===== src/hdl/pif_pkg.sv =====
/*
   Constants and types for the peripheral interrupt flag and enable block.
   Assumes an 8-bit byte address on a classic Wishbone slave with 32-bit data.
*/
package pif_pkg;

   // ----------------------------------------------------------------
   // Register map, byte addresses
   // ----------------------------------------------------------------
   localparam int ADDR_W = 8;
   localparam logic [7:0] OFS_FLAGS_3 = 8'h00;
   localparam logic [7:0] OFS_ENABLE_1 = 8'h04;
   localparam logic [7:0] OFS_ENABLE_2 = 8'h08;
   localparam logic [7:0] OFS_ENABLE_3 = 8'h0c;
   localparam logic [7:0] OFS_RESET_CTRL = 8'h10;
   localparam logic [7:0] OFS_IRQ_CTRL = 8'h14;
   localparam logic [7:0] OFS_EVT_STATUS = 8'h18;
   localparam logic [7:0] OFS_EVT_MASK = 8'h1c;

   // ----------------------------------------------------------------
   // Reset values and implemented-bit masks
   // ----------------------------------------------------------------
   localparam logic [7:0] RST_FLAGS = 8'h00;
   localparam logic [7:0] RST_ENABLE = 8'h00;
   localparam logic [7:0] RST_CTRL = 8'h00;
   localparam logic [7:0] ENABLE_1_MASK = 8'hff;
   localparam logic [7:0] ENABLE_2_MASK = 8'hef;
   localparam logic [7:0] ENABLE_3_MASK = 8'hff;

   // ----------------------------------------------------------------
   // Field positions
   // ----------------------------------------------------------------
   localparam int FLG_SYNC_DONE = 7;
   localparam int FLG_SYNC_COLL = 6;
   localparam int FLG_RX_FULL = 5;
   localparam int FLG_TX_EMPTY = 4;
   localparam int FLG_T4_MATCH = 3;
   localparam int FLG_CC_E = 2;
   localparam int FLG_CC_D = 1;
   localparam int FLG_CC_C = 0;
   localparam int CTL_PRIORITY_ON = 7;
   localparam int CTL_GLOBAL_GATE = 7;
   localparam int CTL_PERIPH_GATE = 6;
   localparam int CC_CHANNELS = 3;

   // Capture/compare channel operating mode
   typedef enum logic [1:0]
   {
      CC_OFF = 2'b00,
      CC_CAPTURE = 2'b01,
      CC_COMPARE = 2'b10,
      CC_PWM = 2'b11
   } pif_cc_mode_t;

endpackage


===== src/hdl/pif_top.sv =====
/*
   Peripheral interrupt flag and enable block: third request flag register,
   three enable registers, gating control, event status/mask and a classic
   Wishbone slave. Assumes event pulses from peripherals on CORE_CLK and a
   core that does vectoring and priority arbitration.
*/
// Local design decisions: the Wishbone register port and the register offsets.
`timescale 1ns/10ps
module pif_top
(
   input wire logic CORE_CLK,
   input wire logic RST,
   input wire logic WB_CYC_I,
   input wire logic WB_STB_I,
   input wire logic WB_WE_I,
   input wire logic [pif_pkg::ADDR_W-1:0] WB_ADR_I,
   input wire logic [3:0] WB_SEL_I,
   input wire logic [31:0] WB_DAT_I,
   output logic [31:0] WB_DAT_O,
   output logic WB_ACK_O,
   input wire logic SYNC_SERIAL_B_DONE,
   input wire logic SYNC_SERIAL_B_COLLISION,
   input wire logic ASYNC_B_RX_LOAD,
   input wire logic ASYNC_B_RX_BUFFER_READ,
   input wire logic ASYNC_B_TX_DRAINED,
   input wire logic ASYNC_B_TX_BUFFER_WRITE,
   input wire logic [7:0] TIMER_FOUR_COUNT,
   input wire logic [7:0] TIMER_FOUR_PERIOD,
   input wire pif_pkg::pif_cc_mode_t [pif_pkg::CC_CHANNELS-1:0] CAPCMP_MODE,
   input wire logic [pif_pkg::CC_CHANNELS-1:0] CAPCMP_CAPTURE,
   input wire logic [pif_pkg::CC_CHANNELS-1:0] CAPCMP_MATCH,
   input wire logic [7:0] FLAGS_1,
   input wire logic [7:0] FLAGS_2,
   output logic PERIPH_REQ,
   output logic CORE_REQ,
   output logic PRIORITY_LEVELS_ON,
   output logic IRQ
);
   import pif_pkg::*;

   // ----------------------------------------------------------------
   // Declarations
   // ----------------------------------------------------------------
   logic ack_ff;
   logic [31:0] dat_ff;
   logic [31:0] nxt_dat;
   logic bus_req;
   logic wr_stb;
   logic wr_flags_3;
   logic [7:0] wr_byte;
   logic [7:0] flags_3;
   logic [7:0] flag_set;
   logic [7:0] flag_hw_clr;
   logic [7:0] enable_1_ff;
   logic [7:0] enable_2_ff;
   logic [7:0] enable_3_ff;
   logic [7:0] reset_ctrl_ff;
   logic [7:0] irq_ctrl_ff;
   logic [7:0] evt_status_ff;
   logic [7:0] evt_mask_ff;
   logic t4_equal_ff;
   logic t4_equal;
   logic req_any;
   logic periph_req_ff;
   logic core_req_ff;
   logic priority_on_ff;
   logic irq_ff;
   logic priority_levels_on;
   logic peripheral_irq_gate;
   logic global_irq_gate;

   // ----------------------------------------------------------------
   // Wishbone slave
   // ----------------------------------------------------------------

   // Request decode; ack is a single-cycle pulse one edge after the strobe
   assign bus_req = WB_CYC_I && WB_STB_I && !ack_ff;
   assign wr_stb = bus_req && WB_WE_I && WB_SEL_I[0];
   assign wr_byte = WB_DAT_I[7:0];
   assign wr_flags_3 = wr_stb && (WB_ADR_I == OFS_FLAGS_3);

   // Acknowledge every request, mapped or not
   always_ff @(posedge CORE_CLK or posedge RST)
   begin
      if (RST)
         ack_ff <= 1'b0;
      else
         ack_ff <= bus_req;
   end

   // Read multiplexer; unmapped addresses read zero
   always_comb
   begin
      nxt_dat = 32'h0000_0000;
      unique case (WB_ADR_I)
         OFS_FLAGS_3: nxt_dat[7:0] = flags_3;
         OFS_ENABLE_1: nxt_dat[7:0] = enable_1_ff;
         OFS_ENABLE_2: nxt_dat[7:0] = enable_2_ff & ENABLE_2_MASK;
         OFS_ENABLE_3: nxt_dat[7:0] = enable_3_ff;
         OFS_RESET_CTRL: nxt_dat[7:0] = reset_ctrl_ff;
         OFS_IRQ_CTRL: nxt_dat[7:0] = irq_ctrl_ff;
         OFS_EVT_STATUS: nxt_dat[7:0] = evt_status_ff;
         OFS_EVT_MASK: nxt_dat[7:0] = evt_mask_ff;
         default: nxt_dat = 32'h0000_0000;
      endcase
   end

   // Read data captured on the acknowledge edge
   always_ff @(posedge CORE_CLK or posedge RST)
   begin
      if (RST)
         dat_ff <= 32'h0000_0000;
      else if (bus_req && !WB_WE_I)
         dat_ff <= nxt_dat;
   end

   assign WB_ACK_O = ack_ff;
   assign WB_DAT_O = dat_ff;

   // ----------------------------------------------------------------
   // Flag sources
   // ----------------------------------------------------------------

   // Timer four match detected on the rising edge of equality
   assign t4_equal = (TIMER_FOUR_COUNT == TIMER_FOUR_PERIOD);

   always_ff @(posedge CORE_CLK or posedge RST)
   begin
      if (RST)
         t4_equal_ff <= 1'b0;
      else
         t4_equal_ff <= t4_equal;
   end

   assign flag_set[FLG_SYNC_DONE] = SYNC_SERIAL_B_DONE;
   assign flag_set[FLG_SYNC_COLL] = SYNC_SERIAL_B_COLLISION;
   assign flag_set[FLG_RX_FULL] = ASYNC_B_RX_LOAD;
   assign flag_set[FLG_TX_EMPTY] = ASYNC_B_TX_DRAINED;
   assign flag_set[FLG_T4_MATCH] = t4_equal && !t4_equal_ff;

   // Side-effect clears from buffer accesses
   always_comb
   begin
      flag_hw_clr = 8'h00;
      flag_hw_clr[FLG_RX_FULL] = ASYNC_B_RX_BUFFER_READ;
      flag_hw_clr[FLG_TX_EMPTY] = ASYNC_B_TX_BUFFER_WRITE;
   end

   for (genvar c = 0; c < CC_CHANNELS; c++)
   begin : g_cc
      pif_cc_gate u_gate
      (
         .mode(CAPCMP_MODE[c]),
         .capture(CAPCMP_CAPTURE[c]),
         .match(CAPCMP_MATCH[c]),
         .set_flag(flag_set[FLG_CC_C + c])
      );
   end

   for (genvar b = 0; b < 8; b++)
   begin : g_flag
      pif_flag_cell #(.SW_WRITABLE(b != FLG_RX_FULL)) u_cell
      (
         .clk(CORE_CLK),
         .rst(RST),
         .hw_set(flag_set[b]),
         .hw_clr(flag_hw_clr[b]),
         .sw_we(wr_flags_3),
         .sw_d(wr_byte[b]),
         .flag_ff(flags_3[b])
      );
   end

   // ----------------------------------------------------------------
   // Enable and control registers
   // ----------------------------------------------------------------

   always_ff @(posedge CORE_CLK or posedge RST)
   begin
      if (RST)
      begin
         enable_1_ff <= RST_ENABLE;
         enable_2_ff <= RST_ENABLE;
         enable_3_ff <= RST_ENABLE;
      end
      else if (wr_stb)
      begin
         if (WB_ADR_I == OFS_ENABLE_1)
            enable_1_ff <= wr_byte & ENABLE_1_MASK;
         if (WB_ADR_I == OFS_ENABLE_2)
            enable_2_ff <= wr_byte & ENABLE_2_MASK;
         if (WB_ADR_I == OFS_ENABLE_3)
            enable_3_ff <= wr_byte & ENABLE_3_MASK;
      end
   end

   always_ff @(posedge CORE_CLK or posedge RST)
   begin
      if (RST)
         reset_ctrl_ff <= RST_CTRL;
      else if (wr_stb && (WB_ADR_I == OFS_RESET_CTRL))
         reset_ctrl_ff <= {wr_byte[CTL_PRIORITY_ON], 7'h00};
   end

   // Global and peripheral gate bits
   always_ff @(posedge CORE_CLK or posedge RST)
   begin
      if (RST)
         irq_ctrl_ff <= RST_CTRL;
      else if (wr_stb && (WB_ADR_I == OFS_IRQ_CTRL))
         irq_ctrl_ff <= {wr_byte[CTL_GLOBAL_GATE], wr_byte[CTL_PERIPH_GATE], 6'h00};
   end

   assign priority_levels_on = reset_ctrl_ff[CTL_PRIORITY_ON];
   assign global_irq_gate = irq_ctrl_ff[CTL_GLOBAL_GATE];
   assign peripheral_irq_gate = irq_ctrl_ff[CTL_PERIPH_GATE];

   // ----------------------------------------------------------------
   // Request outputs
   // ----------------------------------------------------------------

   assign req_any = |(flags_3 & enable_3_ff) || |(FLAGS_1 & enable_1_ff)
      || |(FLAGS_2 & enable_2_ff & ENABLE_2_MASK);

   always_ff @(posedge CORE_CLK or posedge RST)
   begin
      if (RST)
      begin
         periph_req_ff <= 1'b0;
         core_req_ff <= 1'b0;
         priority_on_ff <= 1'b0;
      end
      else
      begin
         periph_req_ff <= req_any;
         core_req_ff <= req_any && global_irq_gate && (priority_levels_on || peripheral_irq_gate);
         priority_on_ff <= priority_levels_on;
      end
   end

   assign PERIPH_REQ = periph_req_ff;
   assign CORE_REQ = core_req_ff;
   assign PRIORITY_LEVELS_ON = priority_on_ff;

   // ----------------------------------------------------------------
   // Event status, mask and interrupt line
   // ----------------------------------------------------------------

   // Sticky status, write one to clear; a new event wins over the clear
   always_ff @(posedge CORE_CLK or posedge RST)
   begin
      if (RST)
         evt_status_ff <= RST_FLAGS;
      else if (wr_stb && (WB_ADR_I == OFS_EVT_STATUS))
         evt_status_ff <= (evt_status_ff & ~wr_byte) | flag_set;
      else
         evt_status_ff <= evt_status_ff | flag_set;
   end

   // Mask register and level interrupt
   always_ff @(posedge CORE_CLK or posedge RST)
   begin
      if (RST)
      begin
         evt_mask_ff <= RST_FLAGS;
         irq_ff <= 1'b0;
      end
      else
      begin
         if (wr_stb && (WB_ADR_I == OFS_EVT_MASK))
            evt_mask_ff <= wr_byte;
         irq_ff <= |(evt_status_ff & evt_mask_ff);
      end
   end

   assign IRQ = irq_ff;

   // ----------------------------------------------------------------
   // Assertions
   // ----------------------------------------------------------------
   done_set_a: assert property (@(posedge CORE_CLK) disable iff (RST)
      SYNC_SERIAL_B_DONE |=> flags_3[FLG_SYNC_DONE])
      else $error("serial done flag not set");

   coll_hold_a: assert property (@(posedge CORE_CLK) disable iff (RST)
      (flags_3[FLG_SYNC_COLL] && !wr_flags_3) |=> flags_3[FLG_SYNC_COLL])
      else $error("collision flag dropped without software");

   rx_readonly_a: assert property (@(posedge CORE_CLK) disable iff (RST)
      (wr_flags_3 && !ASYNC_B_RX_LOAD && !ASYNC_B_RX_BUFFER_READ) |=> $stable(flags_3[FLG_RX_FULL]))
      else $error("receive flag changed by software write");

   tx_clear_a: assert property (@(posedge CORE_CLK) disable iff (RST)
      (ASYNC_B_TX_BUFFER_WRITE && !ASYNC_B_TX_DRAINED) |=> !flags_3[FLG_TX_EMPTY])
      else $error("transmit flag not cleared by buffer write");

   t4_match_a: assert property (@(posedge CORE_CLK) disable iff (RST)
      $rose(t4_equal) |-> ##1 flags_3[FLG_T4_MATCH])
      else $error("timer four match flag not set");

   cc_capture_a: assert property (@(posedge CORE_CLK) disable iff (RST)
      (CAPCMP_MODE[0] == CC_CAPTURE && CAPCMP_CAPTURE[0]) |=> flags_3[FLG_CC_C])
      else $error("capture did not set channel flag");

   cc_compare_a: assert property (@(posedge CORE_CLK) disable iff (RST)
      (CAPCMP_MODE[1] == CC_COMPARE && CAPCMP_MATCH[1]) |=> flags_3[FLG_CC_D])
      else $error("compare match did not set channel flag");

   cc_pwm_a: assert property (@(posedge CORE_CLK) disable iff (RST)
      (CAPCMP_MODE[2] == CC_PWM && !wr_flags_3 && !flags_3[FLG_CC_E]) |=> !flags_3[FLG_CC_E])
      else $error("PWM mode set channel flag");

   core_gate_a: assert property (@(posedge CORE_CLK) disable iff (RST)
      $rose(CORE_REQ) |-> $past(peripheral_irq_gate || priority_levels_on))
      else $error("core request without peripheral gate");

   en2_bit4_a: assert property (@(posedge CORE_CLK) disable iff (RST)
      wr_stb && WB_ADR_I == OFS_ENABLE_2 |=> !enable_2_ff[4])
      else $error("unimplemented enable bit stored");

   prio_bit_a: assert property (@(posedge CORE_CLK) disable iff (RST)
      (wr_stb && WB_ADR_I == OFS_RESET_CTRL) |-> ##2 PRIORITY_LEVELS_ON == $past(wr_byte[7], 2))
      else $error("priority enable not from bit 7");

   req_and_a: assert property (@(posedge CORE_CLK) disable iff (RST)
      (|(flags_3 & enable_3_ff)) |=> PERIPH_REQ)
      else $error("peripheral request missing");

   ack_pulse_a: assert property (@(posedge CORE_CLK) disable iff (RST)
      WB_ACK_O |=> !WB_ACK_O)
      else $error("ack longer than one cycle");
endmodule


===== src/hdl/pif_flag_cell.sv =====
/*
   One sticky interrupt flag bit with hardware set, hardware clear and an
   optional software write port. Assumes single-cycle event pulses on core clock.
*/
`timescale 1ns/10ps
module pif_flag_cell
#(
   parameter bit SW_WRITABLE = 1'b1
)
(
   input wire logic clk,
   input wire logic rst,
   input wire logic hw_set,
   input wire logic hw_clr,
   input wire logic sw_we,
   input wire logic sw_d,
   output logic flag_ff
);
   logic nxt_flag;

   // Priority: hardware set, then hardware clear, then software write
   always_comb
   begin
      nxt_flag = flag_ff;
      if (SW_WRITABLE && sw_we)
         nxt_flag = sw_d;
      if (hw_clr)
         nxt_flag = 1'b0;
      if (hw_set)
         nxt_flag = 1'b1;
   end

   // Flag storage
   always_ff @(posedge clk or posedge rst)
   begin
      if (rst)
         flag_ff <= 1'b0;
      else
         flag_ff <= nxt_flag;
   end
endmodule


===== src/hdl/pif_cc_gate.sv =====
/*
   Mode gate for one capture/compare channel: turns capture and match pulses
   into a flag set pulse. Assumes all inputs on the core clock.
*/
`timescale 1ns/10ps
module pif_cc_gate
(
   input wire pif_pkg::pif_cc_mode_t mode,
   input wire logic capture,
   input wire logic match,
   output logic set_flag
);
   import pif_pkg::*;

   // Capture and compare set the flag; PWM and off never do
   always_comb
   begin
      unique case (mode)
         CC_CAPTURE: set_flag = capture;
         CC_COMPARE: set_flag = match;
         CC_PWM: set_flag = 1'b0;
         CC_OFF: set_flag = 1'b0;
      endcase
   end
endmodule


===== config.mk =====
export PLATFORM = sky130hd
export DESIGN_NAME = pif_top
export DESIGN_NICKNAME = d
export VERILOG_FILES = /design/src/hdl/pif_pkg.sv /design/src/hdl/pif_top.sv /design/src/hdl/pif_flag_cell.sv /design/src/hdl/pif_cc_gate.sv
export SDC_FILE = /design/constraint.sdc
export NUM_CORES = 1
export LEC_CHECK = 0
export BUFFER_PORTS_ARGS = -buffer_cell sky130_fd_sc_hd__buf_2
export CORE_MARGIN = 4
export CORE_UTILIZATION = 30
export CTS_CLUSTER_SIZE = 14
export DETAILED_ROUTE_END_ITERATION = 6
export HOLD_SLACK_MARGIN = 0.02
export SKIP_CTS_REPAIR_TIMING = 1
export SLEW_MARGIN = 40
export SYNTH_ARGS = -nofsm -noshare
export SYNTH_HDL_FRONTEND = slang
export SYNTH_SLANG_ARGS = --single-unit

===== constraint.sdc =====
create_clock -name CORE_CLK -period 5.7 [get_ports CORE_CLK]
set_input_delay 1.425 -clock CORE_CLK [delete_from_list [all_inputs] [get_ports CORE_CLK]]
set_output_delay 1.425 -clock CORE_CLK [all_outputs]
set_load 0.05 [all_outputs]

==> results of run 1 <==
-- cell families after synthesis --
group | count (synthesis)
mux | 53
simple gates | 77
flops | 64
compound gates | 55
xor+xnor | 8
buf+inv | 39
other cells | 1
-- synth_stat cells, types with 2 or more instances --
| master | number |
|---|---|
| sky130_fd_sc_hd__mux2_2 | 39 |
| sky130_fd_sc_hd__mux4_2 | 4 |
| sky130_fd_sc_hd__and3b_1 | 2 |
| sky130_fd_sc_hd__and3_1 | 8 |
| sky130_fd_sc_hd__o31ai_1 | 2 |
| sky130_fd_sc_hd__nand4_2 | 3 |
| sky130_fd_sc_hd__o21ai_0 | 7 |
| sky130_fd_sc_hd__nand2_1 | 25 |
| sky130_fd_sc_hd__nand2b_1 | 2 |
| sky130_fd_sc_hd__nor3_1 | 5 |
| sky130_fd_sc_hd__mux2i_1 | 10 |
| sky130_fd_sc_hd__clkbuf_1 | 4 |
| sky130_fd_sc_hd__buf_4 | 24 |
| sky130_fd_sc_hd__a22o_1 | 3 |
| sky130_fd_sc_hd__nand4_1 | 6 |
| sky130_fd_sc_hd__dfrtp_1 | 64 |
| sky130_fd_sc_hd__a211o_1 | 6 |
| sky130_fd_sc_hd__nor2_1 | 5 |
| sky130_fd_sc_hd__xnor2_1 | 8 |
| sky130_fd_sc_hd__buf_2 | 7 |
| sky130_fd_sc_hd__a21oi_1 | 4 |
| sky130_fd_sc_hd__inv_1 | 4 |
| sky130_fd_sc_hd__nand4b_1 | 4 |
| sky130_fd_sc_hd__o211ai_2 | 3 |
| sky130_fd_sc_hd__nand3b_1 | 4 |
| sky130_fd_sc_hd__a22oi_1 | 16 |
| sky130_fd_sc_hd__a21o_1 | 9 |
-- layer usage --
layer  part of all wire  up-vias
met5                  0        -
met4              0.012        0
met3              0.093       11
met2               0.45      116
met1               0.44     1314
li1                   -     1230
-- worst paths after layout --
path                                  start                  to  slack, ns  depth (start not counted)
max                             WB_ADR_I[1]      enable_2_ff[6]       2.59                          5
min                        reset_ctrl_ff[7]  PRIORITY_LEVELS_ON       0.42                          0
max reg2reg                        WB_ACK_O         WB_DAT_O[4]       3.77                          4
min reg2reg                reset_ctrl_ff[7]  PRIORITY_LEVELS_ON       0.42                          0
max in group asynchronous               RST    evt_status_ff[3]       4.07                          3
min in group asynchronous               RST         WB_DAT_O[1]       1.24                          3
-- metrics by stage --
step	instances	hold slack (ns)	util
after detailed placement	510	0.414	0.354
after CTS	526	0.427	0.380
final	526	0.424	0.380
after global routing	526	0.446	0.380
after global placement	510	0.410	0.354
after floorplan	320	0.380	-
-- power by group through the flow --
stage / Clock, mW / Combinational [mW] / Sequential (mW)
floorplan: 0 / 0.0979 / 0.483
detailed placement: 0 / 0.139 / 0.478
finish: 0.529 / 0.139 / 0.470
CTS: 0.539 / 0.140 / 0.470
global placement: 0 / 0.137 / 0.478
global route: 0.556 / 0.151 / 0.471
-- registers in the layout (all words and copies together) (netlist names) --
name and count:
enable_3_ff 8, enable_1_ff 8, WB_ACK_O 1, IRQ 1
t4_equal_ff 1, evt_mask_ff 8, CORE_REQ 1, reset_ctrl_ff 1
PRIORITY_LEVELS_ON 1, PERIPH_REQ 1, g_flag.u_cell.flag_ff 8, WB_DAT_O 8
enable_2_ff 7, evt_status_ff 8, irq_ctrl_ff 2
-- final cells by class --
cell class	count	area (um2)
fillers	1136	6870
multi-input cells	217	1700
repair buffers	85	434
inverters	4	15.0
clock inverters	4	45.0
clock buffers	12	236
flip-flops and latches	64	1600
well taps	140	175
-- worst max-delay path: cells and delay by family --
family,cells,cell delay (ns)
multiplexers,1,0.39
AND/OR/NAND/NOR,3,1.38
buffers and inverters,1,0.12
==> impl_summary.md, run 1 <==
Synth
The most used flip-flop cell after synthesis is sky130_fd_sc_hd__dfrtp_1. Summing every instance area after synthesis gives 3460 um2. Measured against the total synthesized area, the mux share comes to 0.182. The synthesized-area fraction occupied by ao, oa, aoi and oai cells was 0.120. The share of flip-flops with an asynchronous set or reset after synthesis is 1.00.

After synthesis, the largest family of logic cells by area is multiplexers. Sorting the synthesized cells by area gives the leading types as sky130_fd_sc_hd__dfrtp_1, sky130_fd_sc_hd__mux2_2, sky130_fd_sc_hd__buf_4. The number of library cell types mapped by synthesis is 46. The share of the Yosys chip area taken by registers is 0.462. For this run, the number of Yosys warnings is 0. The area share of the largest cell type after synthesis is 0.462.

The xor-xnor portion of the synthesized cell area is 0.0202. The average footprint of a synthesized cell is 11.7 um2. In this run, synthesis inferred 0 flip-flops with an integrated enable.

sky130_fd_sc_hd__dfrtp_1 takes more of the synthesized area than any other cell. Of the total synthesized cell area, the portion taken by full adders, half adders and majority gates is 0. Synthesis inferred 64 register bits. Counting every instance in the synthesized netlist gives 297. The synthesized-area fraction occupied by and/or/nand/nor cells is 0.144.

Power
For this design the ratio of total power to cell area is 270 nW/um2. VDD sags by at most 132 uV. For this design the total switching power over the nets is 295 uW. Of the total power, combinational logic draws 0.122. The internal portion of the total power is 843 uW. The switching part of the total power is 0.259.

The share of total power dissipated in the clock network is 0.465. The share of total power dissipated in sequential elements is 0.413. The total power is 1.14 mW. The leakage component of the power is 2.08 nW.

Routing
After detailed routing, the number of vias per cell comes to 5.08. The remaining antenna violation count after routing is 0. For this block, the routed nets add up to 9310 um of wire. The count of vias placed by the detailed router is 2671. The number of DRC markers in iteration 0 is 181. The detailed-route wire length per cell is 17.7 um. The first detailed-routing pass ran for 4 iterations. The DRC violation count after routing is 0.

Timing
The worst-case headroom to the max-slew limit is 0.497. Setup total negative slack on the finished layout was measured at 0 ns. The shortest period the worst path allows is 3.11 ns.

The hold violation count in the final report is 0. The highest attainable clock frequency is 321 MHz. In the finished design, the share of the clock period the worst path needs comes to 0.546. Clock skew on the completed layout was measured at 0.00313 ns. The final count of pins violating max slew is 0.

Once routing completed, OpenROAD measured the worst setup slack at 2.59 ns. At the pin with the least slew margin, the transition time is 0.755 ns. The final setup violation count is 0.

Setup repair after global routing left no endpoint under its margin.

Critical path
The worst path required time is 5.91 ns. The startpoint-to-endpoint class of the critical path is primary input to flop. Walking the worst path, the cells encountered are buf_2 > or4_4 > nor2_8 > and4b_1 > mux2_2. The slowest stage cell on the critical path is sky130_fd_sc_hd__or4_4.

Of all nets on the critical path, the largest fanout is 18. STA classifies the critical path startpoint as a primary input. The largest incremental delay on the critical path is 0.58 ns. Data on the critical path arrives at its endpoint at 3.33 ns. STA classifies the critical path endpoint as a flop.

Clock tree
The clock passes through at most 2 buffers. TritonCTS created 9 clock buffers. After clock tree synthesis, the clock-pin slew on the worst setup and hold paths is 0.05 ns. The root buffer cell is sky130_fd_sc_hd__clkbuf_16.

At the later pin of the worst-skew pair, clock insertion delay measures 0.33 ns. The tree built by TritonCTS fans out to 64 sinks. The clock tree from TritonCTS is built. The H-tree was split into 3 levels.

Status
The flow ran to the end, and the final reports show no timing, DRC or antenna violations.

Finish
The finished cells cover 4210 um2. Leaving out fill and tap cells, the most frequent cells in the layout are sky130_fd_sc_hd__buf_2, sky130_fd_sc_hd__dfrtp_1, sky130_fd_sc_hd__mux2_2, sky130_fd_sc_hd__nand2_1, sky130_fd_sc_hd__conb_1. Leaving out fill and tap cells, the most frequent cell in the layout is sky130_fd_sc_hd__buf_2. The growth of design area from synthesis to finish is 21.6%. The fraction of final layout cells sized beyond drive strength 1 is 0.399. The count of inserted antenna diode cells is 0.

The final-stage net count is 480.

Worst hold path
The worst min-delay path category is flop to flop.

Die
The horizontal die dimension is 115 um. The floorplan step defined a die boundary enclosing 13300 um2. The number of ports placed on the die boundary is 136. The floorplan has 38 rows. The region available for standard cell placement spans 11100 um2. For this configuration, the core starts out at a cell density of 0.313. The die is 115 um tall.

Placement
The final weighted congestion in routability-driven placement is 0.826. OpenSTA, run right after detailed placement, puts the worst setup slack at 2.25 ns. The total of buffers placed on input and output ports is 83. The HPWL after detailed placement is 6880 um.

The cell area after placement is 3930 um2.

Global route
Summed over all layers, the global routing overflow is 0. The first global-routing pass estimated 14600 um of wire. The global-route track usage on met2 is 0.227. In the global route stage, met1 resource usage came out at 0.195. The global-route usage over all layers is 0.145. The initial antenna violation count is 0. The highest-utilization routing layer at the global route stage is met2. Entering global routing, the biggest net connects 65 pins.

The number of global-route vias before repair is 2744. In the global route stage, met3 resource usage came out at 0.0428.

Job
The max-capacitance violation count is 0.
Note: power is estimated with default switching activity, not from simulation.
==> run 2: changes to the inputs <==
Clock period 5.7 ns to 2.75 ns, I/O delays scaled along.
==> run 2 against run 1 <==
  * Sequential cell count is the same
  * Register-to-register slack lost 3.1 ns
  * Sequential power grew 110%
  * Critical path depth is the same
  * Hold slack lost 0.00067 ns
  * Critical path type unchanged
  * Utilization grew 1.1 points
==> impl_summary.md, run 2 (same netlist as run 1, synthesis figures left out) <==
Timing
The hold violation count in the final report is 0. In the final timing run, aggregate negative setup slack is 0 ns. The worst-case headroom to the max-slew limit is 0.672. The final setup violation count is 0. The transition time at the pin with the least slew margin is 0.488 ns. The final count of pins violating max slew is 0. Setup repair after global routing left no endpoint under its margin. In the finished design, the share of the clock period the worst path needs comes to 0.802. The setup skew after layout is 0.0106 ns. Counting I/O delays and the setup requirement, the final critical path takes 2.21 ns.

Based on the critical path, the design can be clocked at up to 453 MHz.

Global route
Entering global routing, the biggest net connects 65 pins. The initial antenna violation count is 0. The global-route usage over all layers is 0.146. The first global-routing pass estimated 14800 um of wire. The global-route congestion overflow total is 0. The number of global-route vias before repair is 2653.

Power
Of the total power, registers draw 0.387. Of the total power, combinational logic draws 0.117. IR analysis of the VDD net gives a maximum drop of 268 uV.

Of the total power, the share spent switching nets is 0.255. The fraction of power consumed by the clock network is 0.497. For this design the total switching power over the nets is 644 uW. The leakage component of the power is 2.15 nW. Cell internal power was estimated by the tool at 1.88 mW. In this run the power density over the cells is 581 nW/um2.

Finish
For this run, the post-layout net count is 489. The count of inserted antenna diode cells is 0. The library cell used most frequently in the layout, excluding fill and tap cells, is sky130_fd_sc_hd__buf_2. The growth of design area from synthesis to finish is 25.2%. The sequential cell area is 1600 um2.

The count of filler cells inserted in the layout is 1115. In the final layout, the share of cells above drive strength 1 is 0.420. In the layout the commonest cells are sky130_fd_sc_hd__buf_2, sky130_fd_sc_hd__dfrtp_1, sky130_fd_sc_hd__mux2_2, sky130_fd_sc_hd__nand2_1, sky130_fd_sc_hd__conb_1.

The final non-filler cell total is 535. The area of the multi-input gates is 1700 um2.

Placement
The HPWL after detailed placement is 7270 um. The final weighted congestion in routability-driven placement is 0.859. Once placement completed, the tool counted placed cells totaling 519.

The total of buffers placed on input and output ports is 83.

Job
The tool flagged a number of max-cap violations equal to 0.

Critical path
The combined buffer and inverter count along the critical path is 1. Data on the critical path is required at its endpoint by 2.97 ns. The signal on the critical path passes through buf_2 > nand4bb_1 > nor4_2 > nand2_1 > a311o_1. In this design, the stage delay of the slowest critical-path cell is 0.44 ns. Among all stages on the critical path, the largest delay is contributed by sky130_fd_sc_hd__a311o_1.

STA classifies the critical path endpoint as a flop. The critical path is of the primary input to flop type. STA classifies the critical path startpoint as a primary input. The kind of cell adding the most delay to the critical path is simple AND/OR/NAND/NOR gates. The maximum fanout along the worst path is 11. STA puts the critical path data arrival time at 2.42 ns.

Clock tree
The H-tree was split into 3 levels. The number of buffers added by the clock tree synthesis step is 9. The number of sinks driven by the clock tree is 64. At the later pin of the worst-skew pair, clock insertion delay measures 0.33 ns. No sink is reached through more buffers than the 2 on the longest clock path. The cell sitting at the root of the clock tree is a sky130_fd_sc_hd__clkbuf_16. TritonCTS built the clock tree.

After clock tree synthesis, the clock-pin slew on the worst setup and hold paths is 0.06 ns.

Die
The initial cell density of the core is 0.313. The number of ports placed on the die boundary is 136. The horizontal die dimension is 115 um. After floorplanning, the core was divided into 38 placement rows.

The area inside the core boundary is 11100 um2. The chip height is 115 um. The die covers 13300 um2.

Routing
The detailed-route vias per instance is 5.00. The wire length on met2 is 4330 um. The detailed router finished its first iteration with 148 violations.

For this run, design rule violations remaining after detail routing come to 0. Dividing the detail-routed wire length by the instance count gives 17.7 um. Summed over all layers, the routed wires come to 9480 um. The count of vias placed by the detailed router is 2674. The detailed router used layers up to and including met4. The routed metal-1 wirelength is 4260 um. The first detailed-routing pass took 4 iterations. The total met3 wirelength after detailed routing is 783 um. The detail route stage leaves a number of antenna-violating nets equal to 0.

Status
The flow ran to the end, and the final reports show no timing, DRC or antenna violations.

Worst hold path
The worst min-delay path category is primary input to asynchronous set/reset pin.
[run 2: path summary, 6_finish.rpt]
kind                             startpoint                        to  slack, ns  cells after the start
max                             WB_ADR_I[2]  g_flag[4].u_cell.flag_ff       0.54                      5
min                                     RST               WB_DAT_O[7]       0.42                      3
max reg2reg                        WB_ACK_O  g_flag[4].u_cell.flag_ff       0.72                      4
min reg2reg                reset_ctrl_ff[7]        PRIORITY_LEVELS_ON       0.43                      0
max in group asynchronous               RST            irq_ctrl_ff[7]       2.04                      3
min in group CORE_CLK      reset_ctrl_ff[7]        PRIORITY_LEVELS_ON       0.43                      0
[run 2: power by group through the flow]
stage / Sequential, mW / Combinational (mW) / Clock, mW
after floorplan: 1.00 / 0.203 / 0
after global placement: 0.990 / 0.292 / 0
after detailed placement: 0.991 / 0.295 / 0
after CTS: 0.975 / 0.296 / 1.26
after global routing: 0.976 / 0.321 / 1.32
final: 0.975 / 0.295 / 1.25
[run 2: worst min-delay path, cell delays in order]
cell and delay (ns):
sky130_fd_sc_hd__buf_2 0.10, sky130_fd_sc_hd__inv_2 0.06, sky130_fd_sc_hd__buf_12 0.29
[run 2: area by class of cell]
class                   instances  area share
repair buffers                 94       0.118
clock inverters                 6      0.0211
flip-flops and latches         64       0.369
inverters                       4     0.00346
well taps                     140      0.0404
multi-input cells             217       0.393
clock buffers                  10      0.0551
[run 2: layer usage]
layer | global-route usage | up-vias
met3 | 0.0345 | 12
met2 | 0.225 | 114
met4 | 0.0352 | 0
li1 | - | 1254
met1 | 0.210 | 1294
met5 | 0 | -
[run 2: metrics by stage]
step	hold WS, ns	total power [mW]	instance area (um2)	setup WS, ns	util
6_report	0.423	2.52	4340	0.545	0.391
5_1_grt	0.442	2.61	4340	0.448	0.391
4_1_cts	0.426	2.54	4340	0.558	0.391
3_5_place_dp	0.414	1.29	4010	0.213	0.362
3_3_place_gp	0.414	1.28	4010	0.233	0.362
2_1_floorplan	0.380	1.20	3550	0.464	-
